==> src/include/cir_pkg.sv <==
// Constants and types for the CAN interrupt and bus-off recovery block
// Overview of operation
// - Set receive-full when message reaches front buffer
// - Set receive-full again for each queued message
// - Bus activity in sleep raises wake-up if enabled
// - Overrun or bus state change raises error event
// - Flag status change, report tx/rx states separately
// - Request pending while any of its flags set
// - Writing one clears a flag, zero keeps it
// - Clear ignored while setting condition still present
// - Wake ends power-down only after sleep, enables set
// - Default recovery after 128 runs of 11 recessive
// - Selected mode also waits for hold bit cleared
// - Four separately enabled requests: wake, error, rx, tx
// - Sleep active shown by request and acknowledge set
// - Setup acknowledge only after all stages entered setup
// - Leave sleep on enabled bus activity or request clear
package cir_pkg;
  // ****************************************
  // Timing
  // ****************************************
  localparam int CLK_PERIOD_NS = 4;
  localparam int BIT_TIME_NS = 2000;
  localparam int BIT_CYC = (BIT_TIME_NS + CLK_PERIOD_NS - 1) / CLK_PERIOD_NS;
  localparam int DIV_W = $clog2(BIT_CYC);
  localparam int RECESSIVE_RUN = 11;
  localparam int RECOVERY_RUNS = 128;
  localparam logic [3:0] RUN_LAST = 4'(RECESSIVE_RUN - 1);
  localparam logic [7:0] OCC_DONE = 8'(RECOVERY_RUNS);
  localparam logic [8:0] TX_WARN_LIM = 9'h060;
  localparam logic [8:0] TX_PASSIVE_LIM = 9'h080;
  localparam logic [7:0] RX_WARN_LIM = 8'h60;
  localparam logic [7:0] RX_PASSIVE_LIM = 8'h80;
  // ****************************************
  // Register offsets
  // ****************************************
  localparam logic [5:0] OFS_CTL0 = 6'h00;
  localparam logic [5:0] OFS_CTL1 = 6'h04;
  localparam logic [5:0] OFS_RFLG = 6'h08;
  localparam logic [5:0] OFS_RIER = 6'h0c;
  localparam logic [5:0] OFS_TFLG = 6'h10;
  localparam logic [5:0] OFS_TIER = 6'h14;
  localparam logic [5:0] OFS_MISC = 6'h18;
  localparam logic [5:0] OFS_EVT = 6'h1c;
  localparam logic [5:0] OFS_EVT_MASK = 6'h20;
  // ****************************************
  // Field positions
  // ****************************************
  localparam int CTL0_SETUP_REQ = 0;
  localparam int CTL0_SLEEP_REQ = 1;
  localparam int CTL0_WAKE_EN = 2;
  localparam int CTL0_SETUP_ACK = 8;
  localparam int CTL0_SLEEP_ACK = 9;
  localparam int CTL1_MODEN = 0;
  localparam int CTL1_RECOV_SEL = 1;
  localparam int FLG_RX_FULL = 0;
  localparam int FLG_OVR = 1;
  localparam int FLG_CSC = 2;
  localparam int FLG_WUP = 3;
  localparam int FLG_TX_STATE = 4;
  localparam int FLG_RX_STATE = 6;
  localparam int MISC_BO_HOLD = 0;
  localparam int EVT_RX = 0;
  localparam int EVT_WAKE = 1;
  localparam int EVT_ERR = 2;
  localparam int EVT_TX = 3;
  localparam int EVT_RECOVER = 4;
  // ****************************************
  // Codes and reset values
  // ****************************************
  localparam logic [1:0] ST_OK = 2'h0;
  localparam logic [1:0] ST_WARN = 2'h1;
  localparam logic [1:0] ST_PASSIVE = 2'h2;
  localparam logic [1:0] ST_BUSOFF = 2'h3;
  localparam logic [1:0] RESP_OKAY = 2'h0;
  localparam logic [1:0] RESP_SLVERR = 2'h2;
  localparam logic RST_INIT_REQ = 1'h1;
  localparam logic [1:0] RST_INIT_STAGE = 2'h3;
  localparam logic RST_CAN_RX = 1'h1;
  typedef enum logic [2:0] {
    CIR_RUN = 3'h1,
    CIR_SLEEP = 3'h2,
    CIR_SETUP = 3'h4
  } cir_mode_t;
endpackage

==> src/core/cir_core.sv <==
// CAN interrupt, flag, mode handshake and bus-off recovery logic
//
// The AXI4-Lite register port and the placing of the registers were left to the implementer.
`timescale 1ns/1ps
`default_nettype none
module cir_core import cir_pkg::*; (
  input wire logic SYS_CLK,
  input wire logic RESET_N,
  input wire logic AWVALID,
  output logic AWREADY,
  input wire logic [5:0] AWADDR,
  input wire logic WVALID,
  output logic WREADY,
  input wire logic [31:0] WDATA,
  input wire logic [3:0] WSTRB,
  output logic BVALID,
  input wire logic BREADY,
  output logic [1:0] BRESP,
  input wire logic ARVALID,
  output logic ARREADY,
  input wire logic [5:0] ARADDR,
  output logic RVALID,
  input wire logic RREADY,
  output logic [31:0] RDATA,
  output logic [1:0] RRESP,
  input wire logic RX_FRONT_LOAD,
  input wire logic RX_OVERRUN,
  input wire logic [2:0] TX_BUF_DONE,
  input wire logic [8:0] TX_ERR_CNT,
  input wire logic [7:0] RX_ERR_CNT,
  input wire logic BUS_IDLE,
  input wire logic CAN_RX,
  input wire logic PWR_DOWN,
  output logic IRQ_WAKE,
  output logic IRQ_ERR,
  output logic IRQ_RX,
  output logic IRQ_TX,
  output logic IRQ,
  output logic WAKE_STOP_REQ,
  output logic BUS_RECOVER,
  output logic BUS_OFF
);
  typedef struct packed {
    logic awready;
    logic [5:0] aw_addr;
    logic wready;
    logic [31:0] w_data;
    logic w_lane0;
    logic bvalid;
    logic [1:0] bresp;
    logic arready;
    logic rvalid;
    logic [31:0] rdata;
    logic [1:0] rresp;
    logic [DIV_W-1:0] div;
    logic tick;
    cir_mode_t mode;
    logic [1:0] init_stage;
    logic init_req;
    logic sleep_req;
    logic wake_en;
    logic moden;
    logic recov_sel;
    logic bo_hold;
    logic rx_full;
    logic ovr;
    logic csc;
    logic wup;
    logic [1:0] tx_state;
    logic [1:0] rx_state;
    logic [3:0] rier;
    logic [2:0] tflg;
    logic [2:0] tier;
    logic busoff;
    logic tx_hi;
    logic [4:0] evt;
    logic [4:0] evt_mask;
    logic slept;
    logic pwr_prev;
    logic irq_wake;
    logic irq_err;
    logic irq_rx;
    logic irq_tx;
    logic irq;
    logic wake_stop;
    logic recover;
  } cir_core_st_t;

  cir_core_st_t q, d;
  logic rx_s;
  logic bo_done;
  logic en;
  logic wr;
  logic rd;
  logic rx_set;
  logic ovr_set;
  logic csc_set;
  logic wup_set;
  logic wake_go;
  logic rec_ok;
  logic rec_go;
  logic [2:0] tx_set;
  logic [3:0] rflg_wr1;
  logic [1:0] tx_new;
  logic [1:0] rx_new;
  logic [31:0] rd_word;
  logic rd_hit;
  logic wr_hit;

  // ****************************************
  // Helpers
  // ****************************************
  cir_sync u_rx_sync (
    .clk(SYS_CLK),
    .rst_n(RESET_N),
    .din(CAN_RX),
    .dout(rx_s)
  );

  cir_busoff_count u_busoff (
    .clk(SYS_CLK),
    .rst_n(RESET_N),
    .tick(q.tick),
    .rx(rx_s),
    .busoff(q.busoff),
    .count_en(q.mode == CIR_RUN && q.moden),
    .done(bo_done)
  );

  // ****************************************
  // Register read mux
  // ****************************************
  always_comb begin
    rd_word = '0;
    rd_hit = 1'b1;
    unique case (ARADDR)
      OFS_CTL0: begin
        rd_word[CTL0_SETUP_REQ] = q.init_req;
        rd_word[CTL0_SLEEP_REQ] = q.sleep_req;
        rd_word[CTL0_WAKE_EN] = q.wake_en;
        rd_word[CTL0_SETUP_ACK] = (q.mode == CIR_SETUP);
        rd_word[CTL0_SLEEP_ACK] = (q.mode == CIR_SLEEP);
      end
      OFS_CTL1: begin
        rd_word[CTL1_MODEN] = q.moden;
        rd_word[CTL1_RECOV_SEL] = q.recov_sel;
      end
      OFS_RFLG: begin
        rd_word[3:0] = {q.wup, q.csc, q.ovr, q.rx_full};
        rd_word[FLG_TX_STATE+:2] = q.tx_state;
        rd_word[FLG_RX_STATE+:2] = q.rx_state;
      end
      OFS_RIER: rd_word[3:0] = q.rier;
      OFS_TFLG: rd_word[2:0] = q.tflg;
      OFS_TIER: rd_word[2:0] = q.tier;
      OFS_MISC: rd_word[MISC_BO_HOLD] = q.bo_hold;
      OFS_EVT: rd_word[4:0] = q.evt;
      OFS_EVT_MASK: rd_word[4:0] = q.evt_mask;
      default: rd_hit = 1'b0;
    endcase
  end

  always_comb begin
    wr_hit = 1'b1;
    unique case (q.aw_addr)
      OFS_CTL0, OFS_CTL1, OFS_RFLG, OFS_RIER, OFS_TFLG: wr_hit = 1'b1;
      OFS_TIER, OFS_MISC, OFS_EVT, OFS_EVT_MASK: wr_hit = 1'b1;
      default: wr_hit = 1'b0;
    endcase
  end

  // ****************************************
  // Next state
  // ****************************************
  always_comb begin
    d = q;
    d.recover = 1'b0;
    wr = !q.awready && !q.wready && !q.bvalid;
    rd = ARVALID && q.arready;
    en = q.moden && (q.mode != CIR_SETUP);
    // Bus handshakes
    if (AWVALID && q.awready) begin
      d.awready = 1'b0;
      d.aw_addr = AWADDR;
    end
    if (WVALID && q.wready) begin
      d.wready = 1'b0;
      d.w_data = WDATA;
      d.w_lane0 = WSTRB[0];
    end
    if (wr) begin
      d.bvalid = 1'b1;
      d.bresp = wr_hit ? RESP_OKAY : RESP_SLVERR;
    end
    if (q.bvalid && BREADY) begin
      d.bvalid = 1'b0;
      d.awready = 1'b1;
      d.wready = 1'b1;
    end
    if (rd) begin
      d.arready = 1'b0;
      d.rvalid = 1'b1;
      d.rdata = rd_word;
      d.rresp = rd_hit ? RESP_OKAY : RESP_SLVERR;
    end
    if (q.rvalid && RREADY) begin
      d.rvalid = 1'b0;
      d.arready = 1'b1;
    end
    wr = wr && q.w_lane0;
    // Bit-time enable
    d.tick = 1'b0;
    if (q.div == DIV_W'(BIT_CYC - 1)) begin
      d.div = '0;
      d.tick = 1'b1;
    end else begin
      d.div = q.div + 1'b1;
    end
    // Bus states from error counters
    if (q.busoff) begin
      tx_new = ST_BUSOFF;
    end else if (TX_ERR_CNT >= TX_PASSIVE_LIM) begin
      tx_new = ST_PASSIVE;
    end else if (TX_ERR_CNT >= TX_WARN_LIM) begin
      tx_new = ST_WARN;
    end else begin
      tx_new = ST_OK;
    end
    if (RX_ERR_CNT >= RX_PASSIVE_LIM) begin
      rx_new = ST_PASSIVE;
    end else if (RX_ERR_CNT >= RX_WARN_LIM) begin
      rx_new = ST_WARN;
    end else begin
      rx_new = ST_OK;
    end
    csc_set = en && ((tx_new != q.tx_state) || (rx_new != q.rx_state));
    d.tx_state = tx_new;
    d.rx_state = rx_new;
    // Bus-off entry and recovery
    d.tx_hi = TX_ERR_CNT[8];
    if (TX_ERR_CNT[8] && !q.tx_hi && !q.busoff) begin
      d.busoff = 1'b1;
    end
    rec_ok = !q.recov_sel || !q.bo_hold;
    rec_go = q.busoff && bo_done && rec_ok;
    if (rec_go) begin
      d.busoff = 1'b0;
      d.recover = 1'b1;
    end
    // Register writes
    rflg_wr1 = '0;
    if (wr) begin
      unique case (q.aw_addr)
        OFS_CTL0: begin
          if (q.w_data[CTL0_SETUP_REQ] || q.mode == CIR_SETUP) begin
            d.init_req = q.w_data[CTL0_SETUP_REQ];
          end
          if (q.w_data[CTL0_SLEEP_REQ] || q.mode == CIR_SLEEP) begin
            d.sleep_req = q.w_data[CTL0_SLEEP_REQ];
          end
          d.wake_en = q.w_data[CTL0_WAKE_EN];
        end
        OFS_CTL1: begin
          d.moden = q.w_data[CTL1_MODEN];
          d.recov_sel = q.w_data[CTL1_RECOV_SEL];
        end
        OFS_RFLG: rflg_wr1 = q.w_data[3:0];
        OFS_RIER: d.rier = q.w_data[3:0];
        OFS_TIER: d.tier = q.w_data[2:0];
        OFS_MISC: d.bo_hold = q.bo_hold && !q.w_data[MISC_BO_HOLD];
        OFS_EVT_MASK: d.evt_mask = q.w_data[4:0];
        default: d.evt_mask = q.evt_mask;
      endcase
    end
    if (d.busoff && !q.busoff) begin
      d.bo_hold = q.recov_sel;
    end
    // Mode handshake
    d.init_stage = {q.init_stage[0], q.init_req};
    wake_go = (q.mode == CIR_SLEEP) && q.wake_en && !rx_s;
    wup_set = wake_go && q.moden;
    unique case (q.mode)
      CIR_RUN: begin
        if (q.init_req && q.init_stage[1]) begin
          d.mode = CIR_SETUP;
        end else if (q.sleep_req && BUS_IDLE) begin
          d.mode = CIR_SLEEP;
        end
      end
      CIR_SLEEP: begin
        if (q.init_req && q.init_stage[1]) begin
          d.mode = CIR_SETUP;
        end else if (!d.sleep_req) begin
          d.mode = CIR_RUN;
        end else if (wake_go) begin
          d.mode = CIR_RUN;
          d.sleep_req = 1'b0;
        end
      end
      CIR_SETUP: begin
        d.sleep_req = 1'b0;
        if (!q.init_req) begin
          d.mode = CIR_RUN;
        end
      end
      default: d.mode = CIR_RUN;
    endcase
    // Flags: set wins over clear
    rx_set = en && (q.mode == CIR_RUN) && RX_FRONT_LOAD;
    ovr_set = en && RX_OVERRUN;
    tx_set = {3{en}} & TX_BUF_DONE;
    d.rx_full = rx_set || (q.rx_full && !rflg_wr1[FLG_RX_FULL]);
    d.ovr = ovr_set || (q.ovr && !rflg_wr1[FLG_OVR]);
    d.csc = csc_set || (q.csc && !rflg_wr1[FLG_CSC]);
    d.wup = wup_set || (q.wup && !rflg_wr1[FLG_WUP]);
    if (wr && q.aw_addr == OFS_TFLG) begin
      d.tflg = tx_set | (q.tflg & ~q.w_data[2:0]);
    end else begin
      d.tflg = tx_set | q.tflg;
    end
    if (q.mode == CIR_SETUP) begin
      d.rx_full = 1'b0;
      d.ovr = 1'b0;
      d.csc = 1'b0;
      d.wup = 1'b0;
      d.rier = '0;
      d.tflg = '0;
      d.tier = '0;
    end
    // Sticky events, cleared by reading
    d.evt = {d.recover, |tx_set, csc_set || ovr_set, wup_set, rx_set};
    d.evt = d.evt | ((rd && ARADDR == OFS_EVT) ? 5'h00 : q.evt);
    // Power-down wake
    d.pwr_prev = PWR_DOWN;
    if (!PWR_DOWN) begin
      d.slept = 1'b0;
    end else if (!q.pwr_prev) begin
      d.slept = (q.mode == CIR_SLEEP);
    end
    d.wake_stop = PWR_DOWN && d.slept && d.wake_en && d.rier[FLG_WUP] && d.wup;
    // Requests
    d.irq_wake = d.wup && d.rier[FLG_WUP];
    d.irq_err = (d.csc && d.rier[FLG_CSC]) || (d.ovr && d.rier[FLG_OVR]);
    d.irq_rx = d.rx_full && d.rier[FLG_RX_FULL];
    d.irq_tx = |(d.tflg & d.tier);
    d.irq = |(d.evt & d.evt_mask);
  end

  always_ff @(posedge SYS_CLK) begin
    if (!RESET_N) begin
      q <= '0;
      q.awready <= 1'b1;
      q.wready <= 1'b1;
      q.arready <= 1'b1;
      q.mode <= CIR_SETUP;
      q.init_req <= RST_INIT_REQ;
      q.init_stage <= RST_INIT_STAGE;
    end else begin
      q <= d;
    end
  end

  // ****************************************
  // Outputs
  // ****************************************
  assign AWREADY = q.awready;
  assign WREADY = q.wready;
  assign BVALID = q.bvalid;
  assign BRESP = q.bresp;
  assign ARREADY = q.arready;
  assign RVALID = q.rvalid;
  assign RDATA = q.rdata;
  assign RRESP = q.rresp;
  assign IRQ_WAKE = q.irq_wake;
  assign IRQ_ERR = q.irq_err;
  assign IRQ_RX = q.irq_rx;
  assign IRQ_TX = q.irq_tx;
  assign IRQ = q.irq;
  assign WAKE_STOP_REQ = q.wake_stop;
  assign BUS_RECOVER = q.recover;
  assign BUS_OFF = q.busoff;
endmodule
`default_nettype wire

==> src/core/cir_sync.sv <==
// Two-stage synchroniser for the bus receive pin
`timescale 1ns/1ps
`default_nettype none
module cir_sync import cir_pkg::*; (
  input wire logic clk,
  input wire logic rst_n,
  input wire logic din,
  output logic dout
);
  typedef struct packed {
    logic s1;
    logic s2;
  } cir_sync_st_t;
  cir_sync_st_t q, d;
  always_comb begin
    d.s1 = din;
    d.s2 = q.s1;
  end
  always_ff @(posedge clk) begin
    if (!rst_n) begin
      q <= {RST_CAN_RX, RST_CAN_RX};
    end else begin
      q <= d;
    end
  end
  assign dout = q.s2;
endmodule
`default_nettype wire

==> src/core/cir_busoff_count.sv <==
// Counter of recessive-bit runs for leaving bus-off
`timescale 1ns/1ps
`default_nettype none
module cir_busoff_count import cir_pkg::*; (
  input wire logic clk,
  input wire logic rst_n,
  input wire logic tick,
  input wire logic rx,
  input wire logic busoff,
  input wire logic count_en,
  output logic done
);
  typedef struct packed {
    logic [3:0] run;
    logic [7:0] occ;
  } cir_bo_st_t;
  cir_bo_st_t q, d;
  always_comb begin
    d = q;
    if (!busoff) begin
      d = '0;
    end else if (count_en && tick) begin
      if (!rx) begin
        d.run = '0;
      end else if (q.run == RUN_LAST) begin
        d.run = '0;
        if (q.occ != OCC_DONE) begin
          d.occ = q.occ + 1'b1;
        end
      end else begin
        d.run = q.run + 1'b1;
      end
    end
  end
  always_ff @(posedge clk) begin
    if (!rst_n) begin
      q <= '0;
    end else begin
      q <= d;
    end
  end
  assign done = (q.occ == OCC_DONE);
endmodule
`default_nettype wire

==> config.mk <==
export PLATFORM = sky130hd
export DESIGN_NAME = cir_core
export DESIGN_NICKNAME = d
export VERILOG_FILES = /design/src/include/cir_pkg.sv /design/src/core/cir_core.sv /design/src/core/cir_sync.sv /design/src/core/cir_busoff_count.sv
export SDC_FILE = /design/constraint.sdc
export NUM_CORES = 1
export LEC_CHECK = 0
export BUFFER_PORTS_ARGS = -buffer_cell sky130_fd_sc_hd__buf_2
export CAP_MARGIN = 20
export CELL_PAD_IN_SITES_DETAIL_PLACEMENT = 0
export CELL_PAD_IN_SITES_GLOBAL_PLACEMENT = 2
export CORE_ASPECT_RATIO = 2
export CORE_MARGIN = 10
export CORE_UTILIZATION = 33
export CTS_BUF_LIST = sky130_fd_sc_hd__clkbuf_16
export DETAILED_ROUTE_END_ITERATION = 10
export GPL_ROUTABILITY_DRIVEN = 0
export PLACE_DENSITY = 0.93
export SLEW_MARGIN = 10
export SYNTH_ARGS = -nofsm -noshare
export SYNTH_HDL_FRONTEND = slang
export SYNTH_SLANG_ARGS = --single-unit
==> constraint.sdc <==
create_clock -name SYS_CLK -period 4.73 [get_ports SYS_CLK]
set_input_delay 0.2365 -clock SYS_CLK [delete_from_list [all_inputs] [get_ports SYS_CLK]]
set_output_delay 0.2365 -clock SYS_CLK [all_outputs]
set_load 0.03 [all_outputs]
* Yosys cells after proc, flatten, opt, wreduce, memory -nomap -nowiden
Cells that the tools add are included.
** Storage, ports and cells
- Flip-flop bits (word level) :: 105
- Bits of input ports :: 80
- Output and inout bits :: 49
- Word-level logic and storage cells :: 226
** Operators by class
- $add $sub $neg :: 3
- Order comparisons :: 4
- Equal/unequal tests :: 29
- Muxes and demuxes :: 53
- Bitwise operators :: 9
- Reductions and logical operators :: 81
** Operators by type and width (count)
- $eq A6 B5 Y1 const B :: 8
- $logic_and A1 B1 Y1 :: 40
- $mux W3 :: 10
- $mux W4 :: 7
- $eq A6 B4 Y1 const B :: 4
- $mux W5 :: 4
- $reduce_or A9 Y1 :: 2
- $mux W1 :: 16
- $mux W2 :: 8
- $logic_not A1 Y1 :: 13
- $eq A6 B3 Y1 const B :: 2
- $eq A6 B6 Y1 const B :: 2
- $logic_not A6 Y1 :: 2
- $logic_or A1 B1 Y1 :: 10
- $mux W10 :: 1
- $add A9 B1 Y9 const B :: 1
- $and A3 B3 Y3 :: 3
- $eq A9 B9 Y1 const B :: 1
- $ge A9 B7 Y1 const B :: 1
- $ge A9 B8 Y1 const B :: 1
- $pmux W1 S9 :: 1
- $pmux W3 S3 :: 1
- $add A8 B1 Y8 const B :: 1
- $eq A8 B8 Y1 const B :: 1
- 30 further kinds :: 39

* Depth between registers and ports, before layout
Gate-level depths: netlist of the first run.
- Depth in word-level cells :: 11
- Gate-level depth with buffers :: 8
- Depth with buffers taken out :: 8

* Cells and area by module
Synthesis of the first run repeated with hierarchy kept, for this count alone.
** Second synthesis, totals
- Cells, all modules :: 550
- Area total of the unflattened synthesis :: 4818.4 sq um
** Modules (own cells, without submodules)
- cir_core :: instances 1, cells each 477, area an instance 4124.0 sq um, sequential area each 1781.7 sq um
- cir_busoff_count :: instances 1, cells each 69, area an instance 641.9 sq um, sequential area each 240.2 sq um
- cir_sync :: instances 1, cells each 4, area an instance 52.6 sq um, sequential area each 40.0 sq um

* Worst setup path before layout of the first run
OpenSTA, ideal clock, no wires.
- Kind :: register to register
- Start :: reg q, in the netlist WREADY
- End :: reg q, in the netlist IRQ
- Library setup time :: 0.120 ns
- Arrival time :: 1.960 ns
- Required time :: 4.610 ns
- Setup slack :: 2.650 ns
- Stages on the path, launching flop included :: 8
- Path buffers :: 1
- Clock period less this slack :: 2.080 ns
- Path through :: dfxtp_1 -> buf_6 -> nor3_4 -> nand2_4 -> nor4_4 -> mux2i_1 -> o22ai_1 -> o31a_1
** On the way
- Cells in the longest elaborated chain, start to end :: 7
** RTL lines
- from (decl) :: RTL line cir_core.sv:89 : cir_core_st_t q, d;
- $logic_not A1 Y1 :: RTL line cir_core.sv:178 : wr = !q.awready && !q.wready && !q.bvalid;
- $logic_and A1 B1 Y1 (2 in a row) :: RTL line cir_core.sv:178
- $logic_and A1 B1 Y1 :: RTL line cir_core.sv:210 : wr = wr && q.w_lane0;
- $mux W5 :: RTL line cir_core.sv:252 : if (wr) begin
- $and A5 B5 Y5 :: RTL line cir_core.sv:346 : d.irq = |(d.evt & d.evt_mask);
- $reduce_or A5 Y1 :: RTL line cir_core.sv:346
No other way between the ends.
A chain may end at the register's enable or synchronous reset.

* Final worst setup path of the first run
Same ends and word-level chain as after synthesis.

==> results of run 1 <==
-- state kept, by name, indices dropped and copies added (netlist names), 2 cells and up --
signal      cells
u_busoff.q     12
d               2
q              62
RDATA          10
-- power breakdown --
| group | switching [mW] | internal, mW | leakage [nW] |
|---|---|---|---|
| clock network | 0.312 | 0.459 | 0.147 |
| registers | 0.0286 | 0.891 | 0.837 |
| logic | 0.132 | 0.0558 | 1.11 |
-- cell usage after synthesis, types with 4 or more instances --
cell	number
and3_1	5
nand3_1	27
and2_1	13
nand2_1	54
xnor2_1	4
nor4_1	4
clkbuf_1	21
a22oi_1	7
nand4_1	11
a211oi_1	4
or3_1	4
o21ai_0	17
a21oi_1	40
nor2_1	66
nor3_1	6
mux2i_1	15
nor2b_1	10
buf_4	36
inv_1	9
dfxtp_1	103
nand2b_1	10
xor2_1	12
a221oi_1	5
ha_1	5
mux2_2	5
-- metrics by stage --
| stage | utilization [%] | power, mW | setup WS [ns] | std cells |
|---|---|---|---|---|
| 6_report | 37.9 | 1.88 | 2.40 | 775 |
| 5_1_grt | 37.9 | 1.95 | 2.24 | 775 |
| 4_1_cts | 37.9 | 1.90 | 2.41 | 775 |
| 3_5_place_dp | 35.7 | 1.13 | 2.42 | 760 |
| 3_3_place_gp | 35.7 | 1.12 | 2.46 | 760 |
| 2_1_floorplan | - | 1.09 | 2.65 | 565 |
-- cell families after synthesis --
group,Yosys count,share of synthesized area (%)
simple gates,228,24.6
flops,103,43.9
fa+ha+maj,5,1.33
compound gates,97,13.0
xor+xnor,16,2.99
buf+inv,70,8.69
other cells,1,0.0799
mux,22,5.36
-- critical path, delay by kind of cell, from the launching register on --
family	cells	cell delay (ns)
and+or+nand+nor	3	1.01
AOI/OAI and AO/OA	2	0.46
DFF	1	0.43
muxes	1	0.31
-- worst max-delay path by stage --
stage               startpoint            end  cells after the start
detailed placement      WREADY            IRQ                      6
floorplan               WREADY            IRQ                      7
finish                  WREADY            IRQ                      6
global route            WREADY  WAKE_STOP_REQ                      6
global placement        WREADY            IRQ                      6
CTS                     WREADY            IRQ                      6
-- final cells by class --
type                    instances  area, sq um
clock buffers                   9          225
fillers                      1473         8680
flip-flops and latches        103         2060
repair buffers                 66          335
multi-input cells             392         2310
inverters                      10         37.5
well taps                     189          236
clock inverters                 6         83.8
-- per-layer routing --
metal | GRT usage [%] | vias up
li1 | - | 1909
met4 | 7.48 | 0
met1 | 13.0 | 1825
met5 | 0 | -
met2 | 23.6 | 94
met3 | 2.63 | 19
==> metrics.cfg, run 1 <==
[clocking]
cts_tree = done
cts_htree_levels = 3
clock_latency_ns = 0.34
clockBufferDepth = 2
ctsResizeCount = 0
cts_hold_buf = 0
numClockSinks = 103
cts_buffers = 9
clkSlewWorstSetupHoldPaths_ns = 0.07
post_cts_buffers = 0
ctsRootBufferMaster = clkbuf_16

[worst_setup_path]
cp-start-kind = flip-flop
cp.required_ns = 4.95
r2r_cells = 6
cp_slowest_cell = nor4_4
critPathKind = reg2reg
worstPathArrival_ns = 2.55
cp-end-kind = flip-flop
critPathMaxFanout = 10
max_stage_delay_ns = 0.54
path_cells = nor3_4 -> nand2_4 -> nor4_4 -> mux2i_1 -> o22ai_1 -> o31a_1
rr_endpoint = IRQ
r2r_start = WREADY
r2r_slack_ns = 2.40

[grt]
grt_usage_pct = 12.9
grt.overflow.total = 0
grt_pass1_wl_mm = 20.3
grt_max_degree = 40
grt_pass1_vias = 4044
antenna_found_initial = 0

[cells_and_area]
syn_to_final_growth_pct = 12.7
final_layout_size_suffix_gt1_share_pct = 16.6
fin_nets = 667
mostFrequentLayoutCells = dfxtp_1 (103), nor2_1 (66), buf_2 (64), nand2_1 (54), a21oi_1 (40)
postLayoutCellArea_sq_mm = 0.00529
layout_commonest_cell = dfxtp_1
n_antenna_cell = 0

[sta]
rsz0062_at_grt = false
finalHoldViolCount = 0
whs_ns = 0.0718
setup_viol = 0
relSlewSlack_pct = 34.2
fin_tns_setup_ns = 0
worstMarginPinSlew_ns = 0.979
maxSlewViolCount = 0
min_period_ns = 2.33
fmax_mhz = 429
finClkSkew_ns = 0.00942
fin_crit_sh_pct = 49.3

[floorplan]
die_w_microns = 104
initial_utilization_pct = 33.6
die_area_sq_mm = 0.0197
rows = 61
die_h_microns = 189
pin_count = 129
core_sq_mm = 0.0140

[routing]
drtIter0Drc = 185
highest_layer = met4
wl_per_cell_microns = 16.3
routed_wl_mm = 12.6
vias = 3847
viasPerCell = 4.96
drtPass1Iterations = 4
met3RoutedLength_microns = 474
ant_nets = 0
wl_met2_mm = 6.78
met1Wirelength_mm = 4.92
drc = 0

[yosys]
synth-seq-cells = 103
ys_seq_area_share_pct = 43.9
ys_async_sr_fraction_pct = 0
yosysTopAreaCellShare_pct = 43.9
yosys_warnings = 0
avgSynthCellArea_sq_um = 8.66
yosys-top-cells-area = dfxtp_1 (44%), buf_4 (5.8%), nor2_1 (5.3%)
synth_cell_types = 59
synthCells = 542
synth_edf_count = 0
synth_ff_type = dfxtp_1
syn-cell-area_sq_mm = 0.00469
synth_area_leader_cell = dfxtp_1

[power_and_ir_drop]
power.density_mw_per_mm2 = 355
leakage_nw = 2.10
vdd_drop_max_mv = 0.142

[place]
io_buffer_count = 64
hpwl_mm = 10.0
placed_cell_area_sq_mm = 0.00498

[hold_path]
hold_end = u_rx_sync.d[0]
hp-class = in2reg
worstHoldPathCells = 2
hold_start = CAN_RX

[flow_run]
drv_cap = 0

[status]
outcome = completed

Power figures use the tool's default switching activity.
==> inputs of run 2 (changes only) <==
--- a/config.mk
+++ b/config.mk
@@ -11,11 +11,11 @@
 export CELL_PAD_IN_SITES_GLOBAL_PLACEMENT = 2
 export CORE_ASPECT_RATIO = 2
 export CORE_MARGIN = 10
-export CORE_UTILIZATION = 33
+export CORE_UTILIZATION = 27
 export CTS_BUF_LIST = sky130_fd_sc_hd__clkbuf_16
 export DETAILED_ROUTE_END_ITERATION = 10
 export GPL_ROUTABILITY_DRIVEN = 0
-export PLACE_DENSITY = 0.93
+export PLACE_DENSITY = 0.83
 export SLEW_MARGIN = 10
 export SYNTH_ARGS = -nofsm -noshare
 export SYNTH_HDL_FRONTEND = slang
==> constraint.sdc (replaced) <==
create_clock -name SYS_CLK -period 2.1 [get_ports SYS_CLK]
set_input_delay 0.105 -clock SYS_CLK [delete_from_list [all_inputs] [get_ports SYS_CLK]]
set_output_delay 0.105 -clock SYS_CLK [all_outputs]
set_load 0.03 [all_outputs]
==> run 2 against run 1 <==
Effect of this change: utilization is 5.6 points lower; final area is 4.8% higher; worst setup slack worse by 2.2 ns; sequential power is 130% higher; sequential cell count stayed put.
==> metrics.cfg, run 2 (synthesized netlist as in run 1, its figures left out) <==
[status]
outcome = completed

[routing]
wl_per_cell_microns = 16.6
viasPerCell = 4.77
vias = 3917
drtIter0Drc = 176
drtPass1Iterations = 4
ant_nets = 0
routed_wl_mm = 13.6
drc = 0

[clocking]
ctsRootBufferMaster = clkbuf_16
cts_htree_levels = 3
cts_tree = done
clkSlewWorstSetupHoldPaths_ns = 0.08
cts_buffers = 9
clockBufferDepth = 2
clock_latency_ns = 0.36
numClockSinks = 103

[cells_and_area]
top_register = q
fin_nets = 691
largest_reg_flops = 62
final_cells = 821
layout_commonest_cell = dfxtp_1
n_antenna_cell = 0
mostFrequentLayoutCells = dfxtp_1 (103), nor2_1 (66), buf_2 (64), nand2_1 (54), a21oi_1 (40)
postLayoutCellArea_sq_mm = 0.00554
syn_to_final_growth_pct = 18.1
final_util_pct = 32.2
fill_cells = 1840
final_layout_size_suffix_gt1_share_pct = 19.6

[floorplan]
core_sq_mm = 0.0172
die_h_microns = 206
die_area_sq_mm = 0.0234
initial_utilization_pct = 27.3
pin_count = 129
rows = 68
die_w_microns = 113

[worst_setup_path]
cp-end-kind = flip-flop
r2r_slack_ns = 0.16
cp-start-kind = flip-flop
cp.required_ns = 2.35
critPathMaxFanout = 5
cp_num_cells = 8
cp_slowest_cell = dfxtp_1
rr_endpoint = IRQ
critPathKind = reg2reg
cp_num_buf_inv = 2
cpLargestDelayFamily = simple AND/OR/NAND/NOR gates
r2r_start = AWREADY
max_stage_delay_ns = 0.33
path_cells = nor3_4 -> buf_4 -> nand2_4 -> nor4_4 -> buf_4 -> mux2i_1 -> o22ai_1 -> o31a_1
crit_top_cell = buf_4
worstPathArrival_ns = 2.19
r2r_cells = 8

[grt]
grt_pass1_vias = 4097
grt_pass1_wl_mm = 21.7
antenna_found_initial = 1
grt_max_degree = 39
grt.overflow.total = 0
grt_usage_pct = 11.8

[place]
pre_cts_ws_ns = 0.0464
io_buffer_count = 64
dp_cells = 797
hpwl_mm = 10.8
placed_cell_area_sq_mm = 0.00514

[flow_run]
drv_cap = 0

[hold_path]
hold_start = TX_ERR_CNT[7]
hp-class = in2reg
hold_end = q[34]
worstHoldPathCells = 3

[power_and_ir_drop]
fin_total_pwr_mw = 4.30
vdd_drop_max_mv = 0.465
power.density_mw_per_mm2 = 775
leakage_nw = 2.23

[sta]
min_period_ns = 1.94
worstMarginPinSlew_ns = 0.534
fin_tns_setup_ns = 0
rsz0062_at_grt = false
setup_viol = 0
finalHoldViolCount = 0
finClkSkew_ns = 0.00750
maxSlewViolCount = 0
fin_crit_sh_pct = 92.6
fmax_mhz = 514
whs_ns = 0.00301
relSlewSlack_pct = 64.3
fin_ws_ns = 0.156

[run 2: cell count changes in the layout (fill, tap and decap cells not counted), sizes merged]
cell,before,now
clkinv,3,2
bufinv,2,1
dlygate4sd3,0,6
clkinvlp,1,0
buf,66,84
inv,10,14
[run 2: worst max-delay path by stage]
stage | start | endpoint | slack [ns]
floorplan | WREADY | IRQ | 0.02
global placement | q[99] | WAKE_STOP_REQ | 0.08
detailed placement | q[99] | WAKE_STOP_REQ | 0.05
CTS | q[99] | WAKE_STOP_REQ | 0.01
global route | AWREADY | IRQ | 0.04
finish | AWREADY | IRQ | 0.16
[run 2: final cells by class]
| class | count | area [sq um] | share of cell area (%) |
|---|---|---|---|
| Inverter | 10 | 37.5 | 0.677 |
| Tap cell | 210 | 263 | 4.74 |
| Multi-Input combinational cell | 392 | 2330 | 42.0 |
| Clock inverter | 7 | 85.1 | 1.54 |
| Clock buffer | 9 | 225 | 4.06 |
| Sequential cell | 103 | 2060 | 37.2 |
| Timing Repair Buffer | 90 | 543 | 9.80 |
[run 2: layer usage]
layer  vias up  part of all wire, %  track usage, %
li1       1951                    -               -
met1      1839                   37            11.5
met2       102                   54            21.5
met3        25                  4.4            2.56
met4         0                  4.6            7.88
met5         -                    0               0
[run 2: timing repair]
item / 4_1_cts / 5_1_grt
hold buffers: 6 / 0
setup endpoints to repair: 0 / 2
setup buffers: 0 / 2
endpoints found under the hold margin: 6 / 0
gates resized for setup: 0 / 3
[run 2: report_power, final]
group          internal (mW)  leakage, nW  switching [mW]
sequential              2.00        0.837          0.0611
clock                  0.953        0.153           0.810
combinational          0.152         1.24           0.316
[run 2: worst min-delay path: stages]
cell,delay (ns)
buf_2,0.10
nor3_1,0.05
nor2_1,0.07
==> inputs of run 3 (changes only) <==
--- a/config.mk
+++ b/config.mk
@@ -9,7 +9,6 @@
 export CAP_MARGIN = 20
 export CELL_PAD_IN_SITES_DETAIL_PLACEMENT = 0
 export CELL_PAD_IN_SITES_GLOBAL_PLACEMENT = 2
-export CORE_ASPECT_RATIO = 2
 export CORE_MARGIN = 10
 export CORE_UTILIZATION = 27
 export CTS_BUF_LIST = sky130_fd_sc_hd__clkbuf_16
==> run 3 against run 2 <==
Effect of this change: first-iteration DRC count rose by 55%; sequential share of layout area is 0.43 points lower; global-route usage fell by 0.46 points; combinational power hardly changed; fmax down 1.8%; wire length down 2.7%; sequential cell count stayed put; critical endpoint unchanged; largest cell class unchanged.
==> metrics.cfg, run 3 (synthesized netlist as in run 1, its figures left out) <==
[hold_path]
hp-class = in2reg

[grt]
antenna_found_initial = 1
grt.overflow.total = 0
grt_pass1_wl_mm = 21.3
grt_pass1_vias = 3964
grt_max_degree = 16
grt_usage_pct = 11.3

[worst_setup_path]
path_cells = nor3_4 -> nand2_4 -> nor4_4 -> buf_6 -> mux2i_4 -> o22ai_1 -> o31a_1
cp_slowest_cell = o31a_1
critPathMaxFanout = 5
max_stage_delay_ns = 0.34
worstPathArrival_ns = 2.21
cp-start-kind = flip-flop
cp.required_ns = 2.33
cp-end-kind = flip-flop
critPathKind = reg2reg

[place]
pre_cts_ws_ns = 0.0257
io_buffer_count = 64
hpwl_mm = 10.3

[routing]
wl_per_cell_microns = 15.8
drtIter0Drc = 272
viasPerCell = 4.61
drc = 0
drtPass1Iterations = 4
ant_nets = 0
routed_wl_mm = 13.3
vias = 3873

[floorplan]
pin_count = 129
core_sq_mm = 0.0172
die_h_microns = 152
rows = 48
initial_utilization_pct = 27.3
die_w_microns = 152
die_area_sq_mm = 0.0231

[cells_and_area]
layout_commonest_cell = dfxtp_1
mostFrequentLayoutCells = dfxtp_1 (103), nor2_1 (66), buf_2 (64), nand2_1 (54), a21oi_1 (40)
top_register = q
syn_to_final_growth_pct = 19.5
fin_nets = 695
largest_reg_flops = 62
final_layout_size_suffix_gt1_share_pct = 19.7

[sta]
fmax_mhz = 505
finClkSkew_ns = 0.00510
worstMarginPinSlew_ns = 0.573
min_period_ns = 1.98
fin_crit_sh_pct = 94.2
fin_tns_setup_ns = 0
finalHoldViolCount = 0
rsz0062_at_grt = false
maxSlewViolCount = 0
setup_viol = 0
relSlewSlack_pct = 61.4
fin_ws_ns = 0.121

[power_and_ir_drop]
power.density_mw_per_mm2 = 766
fin_total_pwr_mw = 4.29
leakage_nw = 2.25
vdd_drop_max_mv = 0.442

[clocking]
numClockSinks = 103
clkSlewWorstSetupHoldPaths_ns = 0.07
cts_tree = done
cts_htree_levels = 3
clockBufferDepth = 2
ctsRootBufferMaster = clkbuf_16
cts_buffers = 9
clock_latency_ns = 0.35

[flow_run]
drv_cap = 0

[status]
outcome = completed

[run 3: cell types whose count changed in the layout (fill, tap and decap cells not counted), sizes merged]
cell         delta
clkinv          +2
bufinv          +1
diode           +1
inv             -3
buf             +3
dlygate4sd3     +1
[run 3: metal layers]
metal	part of all wire, %	vias up	GRT usage [%]
met5	0	-	0
met4	1.9	0	4.17
met3	6.3	14	3.10
met2	45	98	17.6
met1	47	1806	14.6
li1	-	1955	-
[run 3: final cells by class]
class	count	area [sq um]
multi-input combinational	392	2350
clock inverter	7	80.1
fill	1863	11600
clock buffer	9	225
inverter	10	37.5
antenna	1	2.50
sequential	103	2060
tap	225	282
timing repair buffer	94	567
[run 3: worst paths after layout]
kind / startpoint / endpoint / slack, ns / cells past startpoint
setup / recovery: AWREADY / IRQ / 0.12 / 7
hold / removal: WDATA[4] / q[104] / 0.01 / 3
setup reg to reg: AWREADY / IRQ / 0.12 / 7
hold reg to reg: d[46] / q[46] / 0.41 / 1
[run 3: repair_timing]
item | CTS | global route
endpoints found under the setup margin | 1 | 2
hold endpoints to repair | 9 | 0
hold buffers | 7 | 0
pin swaps | 0 | 2
resized for setup | 1 | 7
buffers inserted | 0 | 2
[run 3: power breakdown]
group	switching [mW]	leakage (nW)	total [mW]	internal, mW
Clock	0.732	0.157	1.76	1.03
Combinational	0.312	1.25	0.469	0.157
Sequential	0.0599	0.837	2.07	2.01
Total	1.10	2.25	4.29	3.19
[run 3: critical path, delay by kind of cell (launching register included)]
kind | cells | cell delay [ns]
mux | 1 | 0.24
flops | 1 | 0.33
buf+inv | 1 | 0.19
compound gates | 2 | 0.46
simple gates | 3 | 0.65
[run 3: stage by stage]
| step | area, sq um | hold WS, ns | util (%) | instances |
|---|---|---|---|---|
| after floorplan | 4780 | 0.183 | - | 565 |
| after global placement | 5170 | 0.324 | 30.1 | 815 |
| after detailed placement | 5170 | 0.323 | 30.1 | 815 |
| after CTS | 5550 | 0.00214 | 32.3 | 838 |
| after global routing | 5600 | 0.0243 | 32.6 | 840 |
| final | 5610 | 0.0121 | 32.6 | 841 |
